`src/hw/ptp_pkg.sv`:
```
// package of constants for the periodic timer with pwm
package ptp_pkg;
	localparam int CNT_W = 10;
	// register byte addresses
	localparam logic [11:0] ADDR_CTRL0    = 12'h000;
	localparam logic [11:0] ADDR_CTRL1    = 12'h004;
	localparam logic [11:0] ADDR_CNT_LO   = 12'h008;
	localparam logic [11:0] ADDR_CNT_HI   = 12'h00c;
	localparam logic [11:0] ADDR_DUTY_LO  = 12'h010;
	localparam logic [11:0] ADDR_DUTY_HI  = 12'h014;
	localparam logic [11:0] ADDR_PER_LO   = 12'h018;
	localparam logic [11:0] ADDR_PER_HI   = 12'h01c;
	localparam logic [11:0] ADDR_STATUS   = 12'h020;
	// control 0 fields
	localparam int C0_PAUSE  = 7;
	localparam int C0_CKS_HI = 6;
	localparam int C0_CKS_LO = 4;
	localparam int C0_ENABLE = 3;
	// control 1 fields
	localparam int C1_MODE_HI = 7;
	localparam int C1_MODE_LO = 6;
	localparam int C1_PIN_HI  = 5;
	localparam int C1_PIN_LO  = 4;
	localparam int C1_OCTL    = 3;
	localparam int C1_POL     = 2;
	localparam int C1_CCLR    = 0;
	// status fields, write one to clear
	localparam int ST_DUTY = 0;
	localparam int ST_PER  = 1;
	// reset values and top count
	localparam logic [7:0] CTRL_RST = 8'h00;
	localparam logic [9:0] VAL_RST  = 10'h000;
	localparam logic [9:0] CNT_MAX  = 10'h3ff;
	// mode and pin codes
	localparam logic [1:0] MODE_CMP = 2'b00;
	localparam logic [1:0] MODE_PWM = 2'b10;
	localparam logic [1:0] MODE_TMR = 2'b11;
	localparam logic [1:0] PIN_NONE = 2'b00;
	localparam logic [1:0] PIN_LOW  = 2'b01;
	localparam logic [1:0] PIN_HIGH = 2'b10;
	localparam logic [1:0] PIN_TOG  = 2'b11;
	// clock select codes
	localparam logic [2:0] CKS_SYS4  = 3'b000;
	localparam logic [2:0] CKS_SYS   = 3'b001;
	localparam logic [2:0] CKS_H16   = 3'b010;
	localparam logic [2:0] CKS_H64   = 3'b011;
	localparam logic [2:0] CKS_SUB0  = 3'b100;
	localparam logic [2:0] CKS_SUB1  = 3'b101;
	localparam int DIV_SYS4 = 4;
	localparam int DIV_H16  = 16;
	localparam int DIV_H64  = 64;
	localparam int DIV_SUB  = 256;
	localparam int DIV_W    = 8;
	typedef enum logic [1:0] {PTP_CMP, PTP_PWM, PTP_PULSE, PTP_IDLE} ptp_mode_t;
endpackage : ptp_pkg

```
`src/hw/ptp_timer.sv`:
```
// periodic 10-bit timer with compare, pwm and single pulse, apb slave
// Notes on behaviour
// - counter read as low and high bytes
// - duty compare value, rw byte pair
// - period compare value, rw byte pair
// - mode field and pin field choose mode
// - clear-select low: clear on period match
// - clear-select high: clear on duty match
// - zero duty: overflow at 3ff, no flag
// - compare mode pin changes on duty match
// - enable rising edge loads initial pin level
// - timer mode counts, pin left undriven
// - pwm ignores clear-select, period clears counter
// - pwm period equals period value, zero=1024
// - duty at or above period gives 100%
// - pwm sets both match flags
// - pwm level, polarity, pin forcing
// - pulse starts on enable rising edge
// - duty match ends pulse, clears enable
// - pulse counter resets only on enable rise
// - enable rise zeroes counter, fall holds it
// - pause freezes counter, resumes later
// - clock select picks counter tick rate
`timescale 1ns/1ps
`default_nettype none
module ptp_timer #(
	parameter int CNT_WIDTH = ptp_pkg::CNT_W
) (
	// clock and reset
	input  wire logic                 pclk,
	input  wire logic                 presetn,
	// apb slave
	input  wire logic                 psel,
	input  wire logic                 penable,
	input  wire logic                 pwrite,
	input  wire logic [11:0]          paddr,
	input  wire logic [31:0]          pwdata,
	input  wire logic [3:0]           pstrb,
	output logic      [31:0]          prdata,
	output logic                      pready,
	output logic                      pslverr,
	// timer pin and events
	output logic                      timer_output_pin,
	output logic                      timer_output_pin_oe,
	output logic                      timer_event
);
	import ptp_pkg::*;

	// software state
	logic [7:0]           ctrl0;
	logic [7:0]           ctrl1;
	logic [CNT_WIDTH-1:0] duty_compare_value;
	logic [CNT_WIDTH-1:0] period_compare_value;
	logic [CNT_WIDTH-1:0] count;
	logic                 duty_match_flag;
	logic                 period_match_flag;
	logic                 enable_d;
	logic                 pin_q;
	logic [DIV_W-1:0]     div_cnt;

	// field decode
	wire       timer_enable_bit   = ctrl0[C0_ENABLE];
	wire       counter_pause_bit  = ctrl0[C0_PAUSE];
	wire [2:0] counter_clock_select = ctrl0[C0_CKS_HI:C0_CKS_LO];
	wire [1:0] mode_select_field  = ctrl1[C1_MODE_HI:C1_MODE_LO];
	wire [1:0] pin_function_field = ctrl1[C1_PIN_HI:C1_PIN_LO];
	wire       output_control_bit = ctrl1[C1_OCTL];
	wire       output_polarity_bit = ctrl1[C1_POL];
	wire       clear_select_bit   = ctrl1[C1_CCLR];

	// mode select
	ptp_mode_t mode;
	always_comb begin
		case (mode_select_field)
			MODE_CMP: mode = PTP_CMP;
			MODE_TMR: mode = PTP_CMP;
			MODE_PWM: mode = (pin_function_field == PIN_TOG) ? PTP_PULSE : PTP_PWM;
			default:  mode = PTP_IDLE;
		endcase
	end
	wire is_tmr = (mode_select_field == MODE_TMR);

	// apb decode, one wait-free access phase
	wire acc     = psel && penable;
	wire wr      = acc && pwrite && pstrb[0];
	wire wr_c0   = wr && (paddr == ADDR_CTRL0);
	wire wr_c1   = wr && (paddr == ADDR_CTRL1);
	wire wr_dl   = wr && (paddr == ADDR_DUTY_LO);
	wire wr_dh   = wr && (paddr == ADDR_DUTY_HI);
	wire wr_pl   = wr && (paddr == ADDR_PER_LO);
	wire wr_ph   = wr && (paddr == ADDR_PER_HI);
	wire wr_st   = wr && (paddr == ADDR_STATUS);
	wire mapped  = (paddr == ADDR_CTRL0) || (paddr == ADDR_CTRL1) || (paddr == ADDR_CNT_LO) ||
	               (paddr == ADDR_CNT_HI) || (paddr == ADDR_DUTY_LO) || (paddr == ADDR_DUTY_HI) ||
	               (paddr == ADDR_PER_LO) || (paddr == ADDR_PER_HI) || (paddr == ADDR_STATUS);

	// read mux, unused bits read zero except control 1 bit 1, which reads back as written
	logic [7:0] rd_byte;
	always_comb begin
		case (paddr)
			ADDR_CTRL0:   rd_byte = {ctrl0[7:3], 3'b000};
			ADDR_CTRL1:   rd_byte = ctrl1;
			ADDR_CNT_LO:  rd_byte = count[7:0];
			ADDR_CNT_HI:  rd_byte = {6'b00_0000, count[9:8]};
			ADDR_DUTY_LO: rd_byte = duty_compare_value[7:0];
			ADDR_DUTY_HI: rd_byte = {6'b00_0000, duty_compare_value[9:8]};
			ADDR_PER_LO:  rd_byte = period_compare_value[7:0];
			ADDR_PER_HI:  rd_byte = {6'b00_0000, period_compare_value[9:8]};
			ADDR_STATUS:  rd_byte = {6'b00_0000, period_match_flag, duty_match_flag};
			default:      rd_byte = 8'h00;
		endcase
	end

	// tick divider, one-cycle enables from pclk
	wire tick_4   = (div_cnt[1:0] == 2'(DIV_SYS4 - 1));
	wire tick_16  = (div_cnt[3:0] == 4'(DIV_H16 - 1));
	wire tick_64  = (div_cnt[5:0] == 6'(DIV_H64 - 1));
	wire tick_sub = (div_cnt == DIV_W'(DIV_SUB - 1));
	logic tick;
	always_comb begin
		case (counter_clock_select)
			CKS_SYS4: tick = tick_4;
			CKS_SYS:  tick = 1'b1;
			CKS_H16:  tick = tick_16;
			CKS_H64:  tick = tick_64;
			CKS_SUB0: tick = tick_sub;
			CKS_SUB1: tick = tick_sub;
			default:  tick = 1'b0; // reserved codes never tick
		endcase
	end

	// comparators, equality only
	wire duty_zero = (duty_compare_value == VAL_RST);
	wire per_zero  = (period_compare_value == VAL_RST);
	// counting waits one cycle after an enable rise, so a stale count cannot raise a hit
	wire running   = timer_enable_bit && enable_d && !counter_pause_bit && tick;
	wire en_rise   = timer_enable_bit && !enable_d;
	wire [CNT_WIDTH-1:0] cnt_inc = count + CNT_WIDTH'(1);
	wire duty_hit  = running && !duty_zero && (cnt_inc == duty_compare_value);
	wire per_hit   = running && !per_zero && (cnt_inc == period_compare_value);
	wire ovf_hit   = running && (count == CNT_MAX);

	// clear and flag causes by mode
	wire cmp_mode  = (mode == PTP_CMP);
	wire clr_cmp   = cmp_mode && (clear_select_bit ? duty_hit : (per_hit || (per_zero && ovf_hit)));
	wire clr_pwm   = (mode == PTP_PWM) && (per_hit || (per_zero && ovf_hit));
	wire set_duty  = duty_hit && (mode != PTP_IDLE);
	wire set_per   = per_hit && (cmp_mode ? !clear_select_bit : (mode == PTP_PWM));
	wire pulse_end = (mode == PTP_PULSE) && duty_hit;

	// counter next value; pulse mode never wraps on period
	logic [CNT_WIDTH-1:0] next_count;
	always_comb begin
		if (en_rise)
			next_count = VAL_RST;
		else if (clr_cmp || clr_pwm)
			next_count = VAL_RST;
		else if (running)
			next_count = cnt_inc;
		else
			next_count = count;
	end

	// pwm level: active while count below duty, 100% when duty >= period
	wire [CNT_WIDTH:0] per_ext = per_zero ? {1'b1, VAL_RST} : {1'b0, period_compare_value};
	wire pwm_active = ({1'b0, duty_compare_value} >= per_ext) || (next_count < duty_compare_value);
	logic pwm_level;
	always_comb begin
		case (pin_function_field)
			PIN_NONE: pwm_level = !output_control_bit; // inactive
			PIN_LOW:  pwm_level = output_control_bit;  // active
			default:  pwm_level = pwm_active ? output_control_bit : !output_control_bit;
		endcase
	end

	// compare-mode pin action
	logic cmp_level;
	always_comb begin
		case (pin_function_field)
			PIN_LOW:  cmp_level = 1'b0;
			PIN_HIGH: cmp_level = 1'b1;
			PIN_TOG:  cmp_level = !pin_q;
			default:  cmp_level = pin_q;
		endcase
	end

	// pin next value
	logic next_pin;
	always_comb begin
		if (mode == PTP_PWM)
			next_pin = pwm_level;
		else if (mode == PTP_PULSE)
			next_pin = (timer_enable_bit && !pulse_end) ? output_control_bit : !output_control_bit;
		else if (en_rise)
			next_pin = output_control_bit;
		else if (set_duty && cmp_mode)
			next_pin = cmp_level;
		else
			next_pin = pin_q;
	end

	// control registers; a duty match in pulse mode drops the enable
	always_ff @(posedge pclk or negedge presetn) begin
		if (!presetn) begin
			ctrl0 <= CTRL_RST;
			ctrl1 <= CTRL_RST;
		end else begin
			if (wr_c0)
				ctrl0 <= pwdata[7:0];
			else if (pulse_end)
				ctrl0[C0_ENABLE] <= 1'b0;
			if (wr_c1)
				ctrl1 <= pwdata[7:0];
		end
	end

	// compare values
	always_ff @(posedge pclk or negedge presetn) begin
		if (!presetn) begin
			duty_compare_value   <= VAL_RST;
			period_compare_value <= VAL_RST;
		end else begin
			if (wr_dl) duty_compare_value[7:0] <= pwdata[7:0];
			if (wr_dh) duty_compare_value[9:8] <= pwdata[1:0];
			if (wr_pl) period_compare_value[7:0] <= pwdata[7:0];
			if (wr_ph) period_compare_value[9:8] <= pwdata[1:0];
		end
	end

	// flags: write one clears, a set in the same cycle wins
	always_ff @(posedge pclk or negedge presetn) begin
		if (!presetn) begin
			duty_match_flag   <= 1'b0;
			period_match_flag <= 1'b0;
		end else begin
			duty_match_flag   <= set_duty || (duty_match_flag && !(wr_st && pwdata[ST_DUTY]));
			period_match_flag <= set_per || (period_match_flag && !(wr_st && pwdata[ST_PER]));
		end
	end

	// counter, divider, edge memory
	always_ff @(posedge pclk or negedge presetn) begin
		if (!presetn) begin
			count    <= VAL_RST;
			div_cnt  <= '0;
			enable_d <= 1'b0;
		end else begin
			count    <= next_count;
			div_cnt  <= div_cnt + DIV_W'(1);
			enable_d <= timer_enable_bit;
		end
	end

	// pin: polarity applies in every mode; timer mode releases the pin
	always_ff @(posedge pclk or negedge presetn) begin
		if (!presetn) begin
			pin_q               <= 1'b0;
			timer_output_pin    <= 1'b0;
			timer_output_pin_oe <= 1'b0;
			timer_event         <= 1'b0;
		end else begin
			pin_q               <= next_pin;
			timer_output_pin    <= next_pin ^ output_polarity_bit;
			timer_output_pin_oe <= !is_tmr && (mode != PTP_IDLE);
			timer_event         <= set_duty || set_per;
		end
	end

	// apb answer, zero wait states, error on unmapped address
	always_ff @(posedge pclk or negedge presetn) begin
		if (!presetn) begin
			prdata  <= 32'h0000_0000;
			pready  <= 1'b0;
			pslverr <= 1'b0;
		end else begin
			pready  <= psel && !penable;
			pslverr <= psel && !penable && !mapped;
			prdata  <= (psel && !penable && !pwrite) ? {24'h00_0000, rd_byte} : 32'h0000_0000;
		end
	end
endmodule : ptp_timer
`default_nettype wire
```
`config.mk`:
```
export PLATFORM = sky130hd
export DESIGN_NAME = ptp_timer
export DESIGN_NICKNAME = d
export VERILOG_FILES = /design/src/hw/ptp_pkg.sv /design/src/hw/ptp_timer.sv
export SDC_FILE = /design/constraint.sdc
export NUM_CORES = 1
export LEC_CHECK = 0
export BUFFER_PORTS_ARGS = -buffer_cell sky130_fd_sc_hd__buf_2
export CORE_ASPECT_RATIO = 1.4
export CORE_MARGIN = 2
export CORE_UTILIZATION = 56
export DETAILED_ROUTE_END_ITERATION = 8
export PLACE_DENSITY = 0.83
export SYNTH_ARGS = -nofsm -noshare
export SYNTH_HDL_FRONTEND = slang
export SYNTH_SLANG_ARGS = --single-unit
```
`constraint.sdc`:
```
create_clock -name pclk -period 5.6 [get_ports pclk]
set_input_delay 0.84 -clock pclk [delete_from_list [all_inputs] [get_ports pclk]]
set_output_delay 0.84 -clock pclk [all_outputs]
set_load 0.02 [all_outputs]
```
==> results_tabular.tex <==
\begin{tabular}{lr}
\hline
Metric & Value \\
\hline
\multicolumn{2}{l}{\textbf{Run status}} \\
\quad Run status & completed \\
\multicolumn{2}{l}{\textbf{Route}} \\
\quad Final WL & 13200 um \\
\quad Overall via count from detail\_route & 4153 \\
\quad Via density & about 6.3 \\
\quad Number of iterations in the first detailed-routing pass & 6 \\
\quad Remaining antenna violation count & 0 \\
\quad Post-route DRC & 0 \\
\quad Starting DRC count in detailed routing & between 400 and 500 \\
\quad Average wire per cell in the routed design & 20.1 um \\
\multicolumn{2}{l}{\textbf{Synthesis}} \\
\quad Total number of yosys warnings & 0 \\
\quad Post-Synthesis Mean Instance Area & between 9 and 10 um\^{}2 \\
\quad Largest cells by area after synthesis & sky130\_fd\_sc\_hd\_\_dfrtp\_1, sky130\_fd\_sc\_hd\_\_ha\_1, sky130\_fd\_sc\_hd\_\_buf\_4 \\
\quad Post-synth top flop & sky130\_fd\_sc\_hd\_\_dfrtp\_1 \\
\quad Synthesized area & about 4700 um\^{}2 \\
\quad \#FFs+latches synth & 68 \\
\quad Sequential element share of the synthesized area & 0.363 \\
\quad Number of enable-type register cells in the synthesized netlist & 0 \\
\quad Share of synthesized flip-flops with an asynchronous set or reset & 1.00 \\
\quad Area leader, netlist & sky130\_fd\_sc\_hd\_\_dfrtp\_1 \\
\quad Count of different cell masters after synthesis & 75 \\
\quad Fraction of synthesized cell area taken by the top area cell type & 0.363 \\
\quad Gate Count Post-Synth & 518 \\
\multicolumn{2}{l}{\textbf{Timing}} \\
\quad Worst hold slack & 482 ps \\
\quad Max-slew violation total from the final report & 0 \\
\quad Slew of the pin with the lowest slew margin & 1180 ps \\
\quad Total setup violations reported at the end of the flow & 0 \\
\quad Post-route fraction of the period consumed by the critical path & 0.952 \\
\quad Final Critical Period & around 5300 ps \\
\quad Max-Slew Margin vs Limit & 0.207 \\
\quad Setup TNS Final & 0 ps \\
\quad Hold violation count in the final report & 0 \\
\quad RSZ-0062 raised after global routing & no \\
\quad Maximum clock frequency & 188 MHz \\
\quad Skew final & 3.65 ps \\
\multicolumn{2}{l}{\textbf{Clock tree}} \\
\quad Root Buffer & sky130\_fd\_sc\_hd\_\_clkbuf\_16 \\
\quad Clock Latency Late Sink & 340 ps \\
\quad TritonCTS clock tree & built \\
\quad Number of buffers created by CTS & 9 \\
\quad Deepest clock path buffer count & 2 \\
\quad Resized cells post-CTS & 0 \\
\quad Clock Pin Slew Worst Setup and Hold Paths & approximately 60 ps \\
\quad Buffer count from post-CTS setup fixing & 0 \\
\quad Total clock sinks & 68 \\
\quad Hold buffer count at CTS & 0 \\
\quad H-Tree Level Count & 3 \\
\multicolumn{2}{l}{\textbf{Pwr}} \\
\quad Power Density & approximately 220 nW/um\^{}2 \\
\quad Worst vdd ir & approximately 0.21 mV \\
\quad Leakage power & between 0.002 and 0.0025 uW \\
\multicolumn{2}{l}{\textbf{Global routing}} \\
\quad Global-route wire length before repair & 20900 um \\
\quad Initial antenna violation count & 0 \\
\quad Global route overflow & 0 \\
\quad Total routing usage reported by global routing & 0.306 \\
\quad Largest net degree at the start of global routing & 69 \\
\quad Vias in the first global route & between 4000 and 5000 \\
\multicolumn{2}{l}{\textbf{Place}} \\
\quad Detail Placement HPWL & 9940 um \\
\quad Final weighted congestion in routability-driven placement & 0.982 \\
\quad Port bufs & 38 \\
\multicolumn{2}{l}{\textbf{Critical path}} \\
\quad Highest-delay cell along the critical path & sky130\_fd\_sc\_hd\_\_dfrtp\_1 \\
\quad WP data required & 5870 ps \\
\quad Combined buffer and inverter count along the critical path & 0 \\
\quad Setup crit start kind & flip-flop \\
\quad Longest individual stage delay on the worst path & 560 ps \\
\quad Chain of cells forming the critical path & ha\_1 > and2\_1 > a21boi\_0 > nor4\_1 > o2111a\_1 > nor4bb\_1 > o21a\_1 > nand2b\_1 > nor2\_1 > ha\_1 > a21o\_1 > a21oi\_1 > o21bai\_1 > a211oi\_1 > o21ai\_0 > and4b\_1 > o21ai\_0 > and4\_4 > xor2\_2 \\
\quad Crit-path max FO & 11 \\
\quad Category of the worst setup path capture point & flip-flop \\
\quad WP data arrival & 5600 ps \\
\quad Dominant delay contributor by cell family on the critical path & simple AND/OR/NAND/NOR gates \\
\quad Startpoint-to-endpoint class of the critical path & flip-flop to flip-flop \\
\multicolumn{2}{l}{\textbf{Floorplan}} \\
\quad X dimension of the die & between 80 and 90 um \\
\quad Core footprint & 8150 um\^{}2 \\
\quad Total number of placement rows & 39 \\
\quad Floorplan die height & roughly 110 um \\
\quad IO Pins & 90 \\
\quad Die Area & approximately 9000 um\^{}2 \\
\quad Effective utilization at floorplan & 0.575 \\
\multicolumn{2}{l}{\textbf{Hold path}} \\
\quad Class of the worst hold path & flip-flop to flip-flop \\
\multicolumn{2}{l}{\textbf{Cells and area}} \\
\quad Layout cell share with drive strength beyond 1 & 0.169 \\
\quad Most common library cell in the layout ignoring fill and taps & sky130\_fd\_sc\_hd\_\_dfrtp\_1 \\
\quad ANT cells & 0 \\
\quad Number of fill cells & just under 700 \\
\quad Top library cells by usage in the layout, fill and taps aside & sky130\_fd\_sc\_hd\_\_dfrtp\_1, sky130\_fd\_sc\_hd\_\_nand2\_1, sky130\_fd\_sc\_hd\_\_o21ai\_0 \\
\quad Final \#Nets & $\sim$630 \\
\quad Area growth, synth to finish & 10.1\% \\
\multicolumn{2}{l}{\textbf{Run}} \\
\quad Max-cap violations & 0 \\
\hline
\end{tabular}
report_power, final:
part           switching, uW  total, uW  leakage [uW]  internal [uW]
clock network            220        567      0.000142            346
registers              0.800        494      0.000819            493
logic                   37.2       48.4       0.00136           11.2
total                    258       1110       0.00232            851
layout make-up:
cell class,count,area (um^2),share of cell area
inverter,34,128,0.0247
clock buffer,9,225,0.0437
tap,102,128,0.0247
sequential,68,1700,0.330
timing repair buffer,50,280,0.0543
multi-input combinational,387,2620,0.508
clock inverter,7,76.3,0.0148
worst reg2reg max path: cells and delay by family (launching register included):
family / cells / cell delay, ps
flip-flops: 1 / 560
AND/OR/NAND/NOR: 7 / 2030
XOR/XNOR: 1 / 130
AO/OA/AOI/OAI: 9 / 1820
adder cells (fa/ha/maj): 2 / 730
flip-flops by register name, indices dropped and copies added, names as in the netlist, 5 cells and up:
name,flops
count,10
duty_compare_value,10
period_compare_value,10
ctrl1,8
div_cnt,8
prdata,8
ctrl0,5
per-layer routing:
metal / routed length (um) / up-vias / global-route usage / part of all wire
met3: 863 / 73 / 0.0691 / 0.065
met5: 0 / - / 0 / 0
met1: 4940 / 1982 / 0.357 / 0.37
met2: 6480 / 224 / 0.494 / 0.49
met4: 925 / 0 / 0.200 / 0.070
li1: - / 1874 / - / -
final timing paths:
path                                 start                 endpoint  slack [ps]  cells after the start
min in group asynchronous          presetn  period_compare_value[9]         690                      2
max in group asynchronous          presetn  period_compare_value[1]        4330                      2
worst max register to register    count[1]         timer_output_pin         270                     19
worst min register to register  div_cnt[0]               div_cnt[0]         480                      1
worst min-delay path            div_cnt[0]               div_cnt[0]         480                      1
worst max-delay path              count[1]         timer_output_pin         270                     19
per-stage QoR:
stage | total power, uW | util | area [um^2] | cells | setup slack [ps]
after floorplan | 538 | - | 4770 | 541 | 1200
after global placement | 550 | 0.596 | 4860 | 641 | 527
after detailed placement | 551 | 0.596 | 4860 | 641 | 467
after CTS | 1110 | 0.633 | 5160 | 657 | 385
after global routing | 1140 | 0.633 | 5160 | 657 | 19.9
final | 1110 | 0.633 | 5160 | 657 | 271
cells in the mapped netlist, types with 3 or more instances:
cell and n:
sky130_fd_sc_hd__a21boi_0 4, sky130_fd_sc_hd__ha_1 24, sky130_fd_sc_hd__buf_4 28, sky130_fd_sc_hd__a21o_1 4, sky130_fd_sc_hd__a211oi_1 4, sky130_fd_sc_hd__nand3b_1 3, sky130_fd_sc_hd__a222oi_1 5, sky130_fd_sc_hd__nor3_1 17
sky130_fd_sc_hd__nand2_1 48, sky130_fd_sc_hd__xnor2_1 22, sky130_fd_sc_hd__buf_2 4, sky130_fd_sc_hd__inv_1 34, sky130_fd_sc_hd__a21oi_1 14, sky130_fd_sc_hd__nor2b_1 3, sky130_fd_sc_hd__a31oi_1 4, sky130_fd_sc_hd__nand3_1 11
sky130_fd_sc_hd__a221oi_1 3, sky130_fd_sc_hd__nand4_1 3, sky130_fd_sc_hd__xor2_1 11, sky130_fd_sc_hd__a2111oi_0 5, sky130_fd_sc_hd__clkbuf_1 14, sky130_fd_sc_hd__mux2_2 12, sky130_fd_sc_hd__nor2_1 30, sky130_fd_sc_hd__o211ai_1 5
sky130_fd_sc_hd__o2111ai_1 4, sky130_fd_sc_hd__o21a_1 3, sky130_fd_sc_hd__a22oi_1 13, sky130_fd_sc_hd__nor4_1 7, sky130_fd_sc_hd__o21ai_0 40, sky130_fd_sc_hd__and2_1 7, sky130_fd_sc_hd__nand2b_1 6, sky130_fd_sc_hd__dfrtp_1 68
sky130_fd_sc_hd__or4_1 4
kinds of logic (layout without fill, tap and decap cells):
kind of cell,count (synthesis),in the layout,share of synthesized area
and+or+nand+nor,161,161,0.179
AOI/OAI and AO/OA,129,129,0.193
buffers and inverters,86,100,0.0962
DFF,68,68,0.363
xor gates and xnor gates,35,35,0.0700
adders and majority gates,24,24,0.0641
muxes,14,14,0.0331
other,1,24,0.000801
Power figures use the tool's default switching activity.
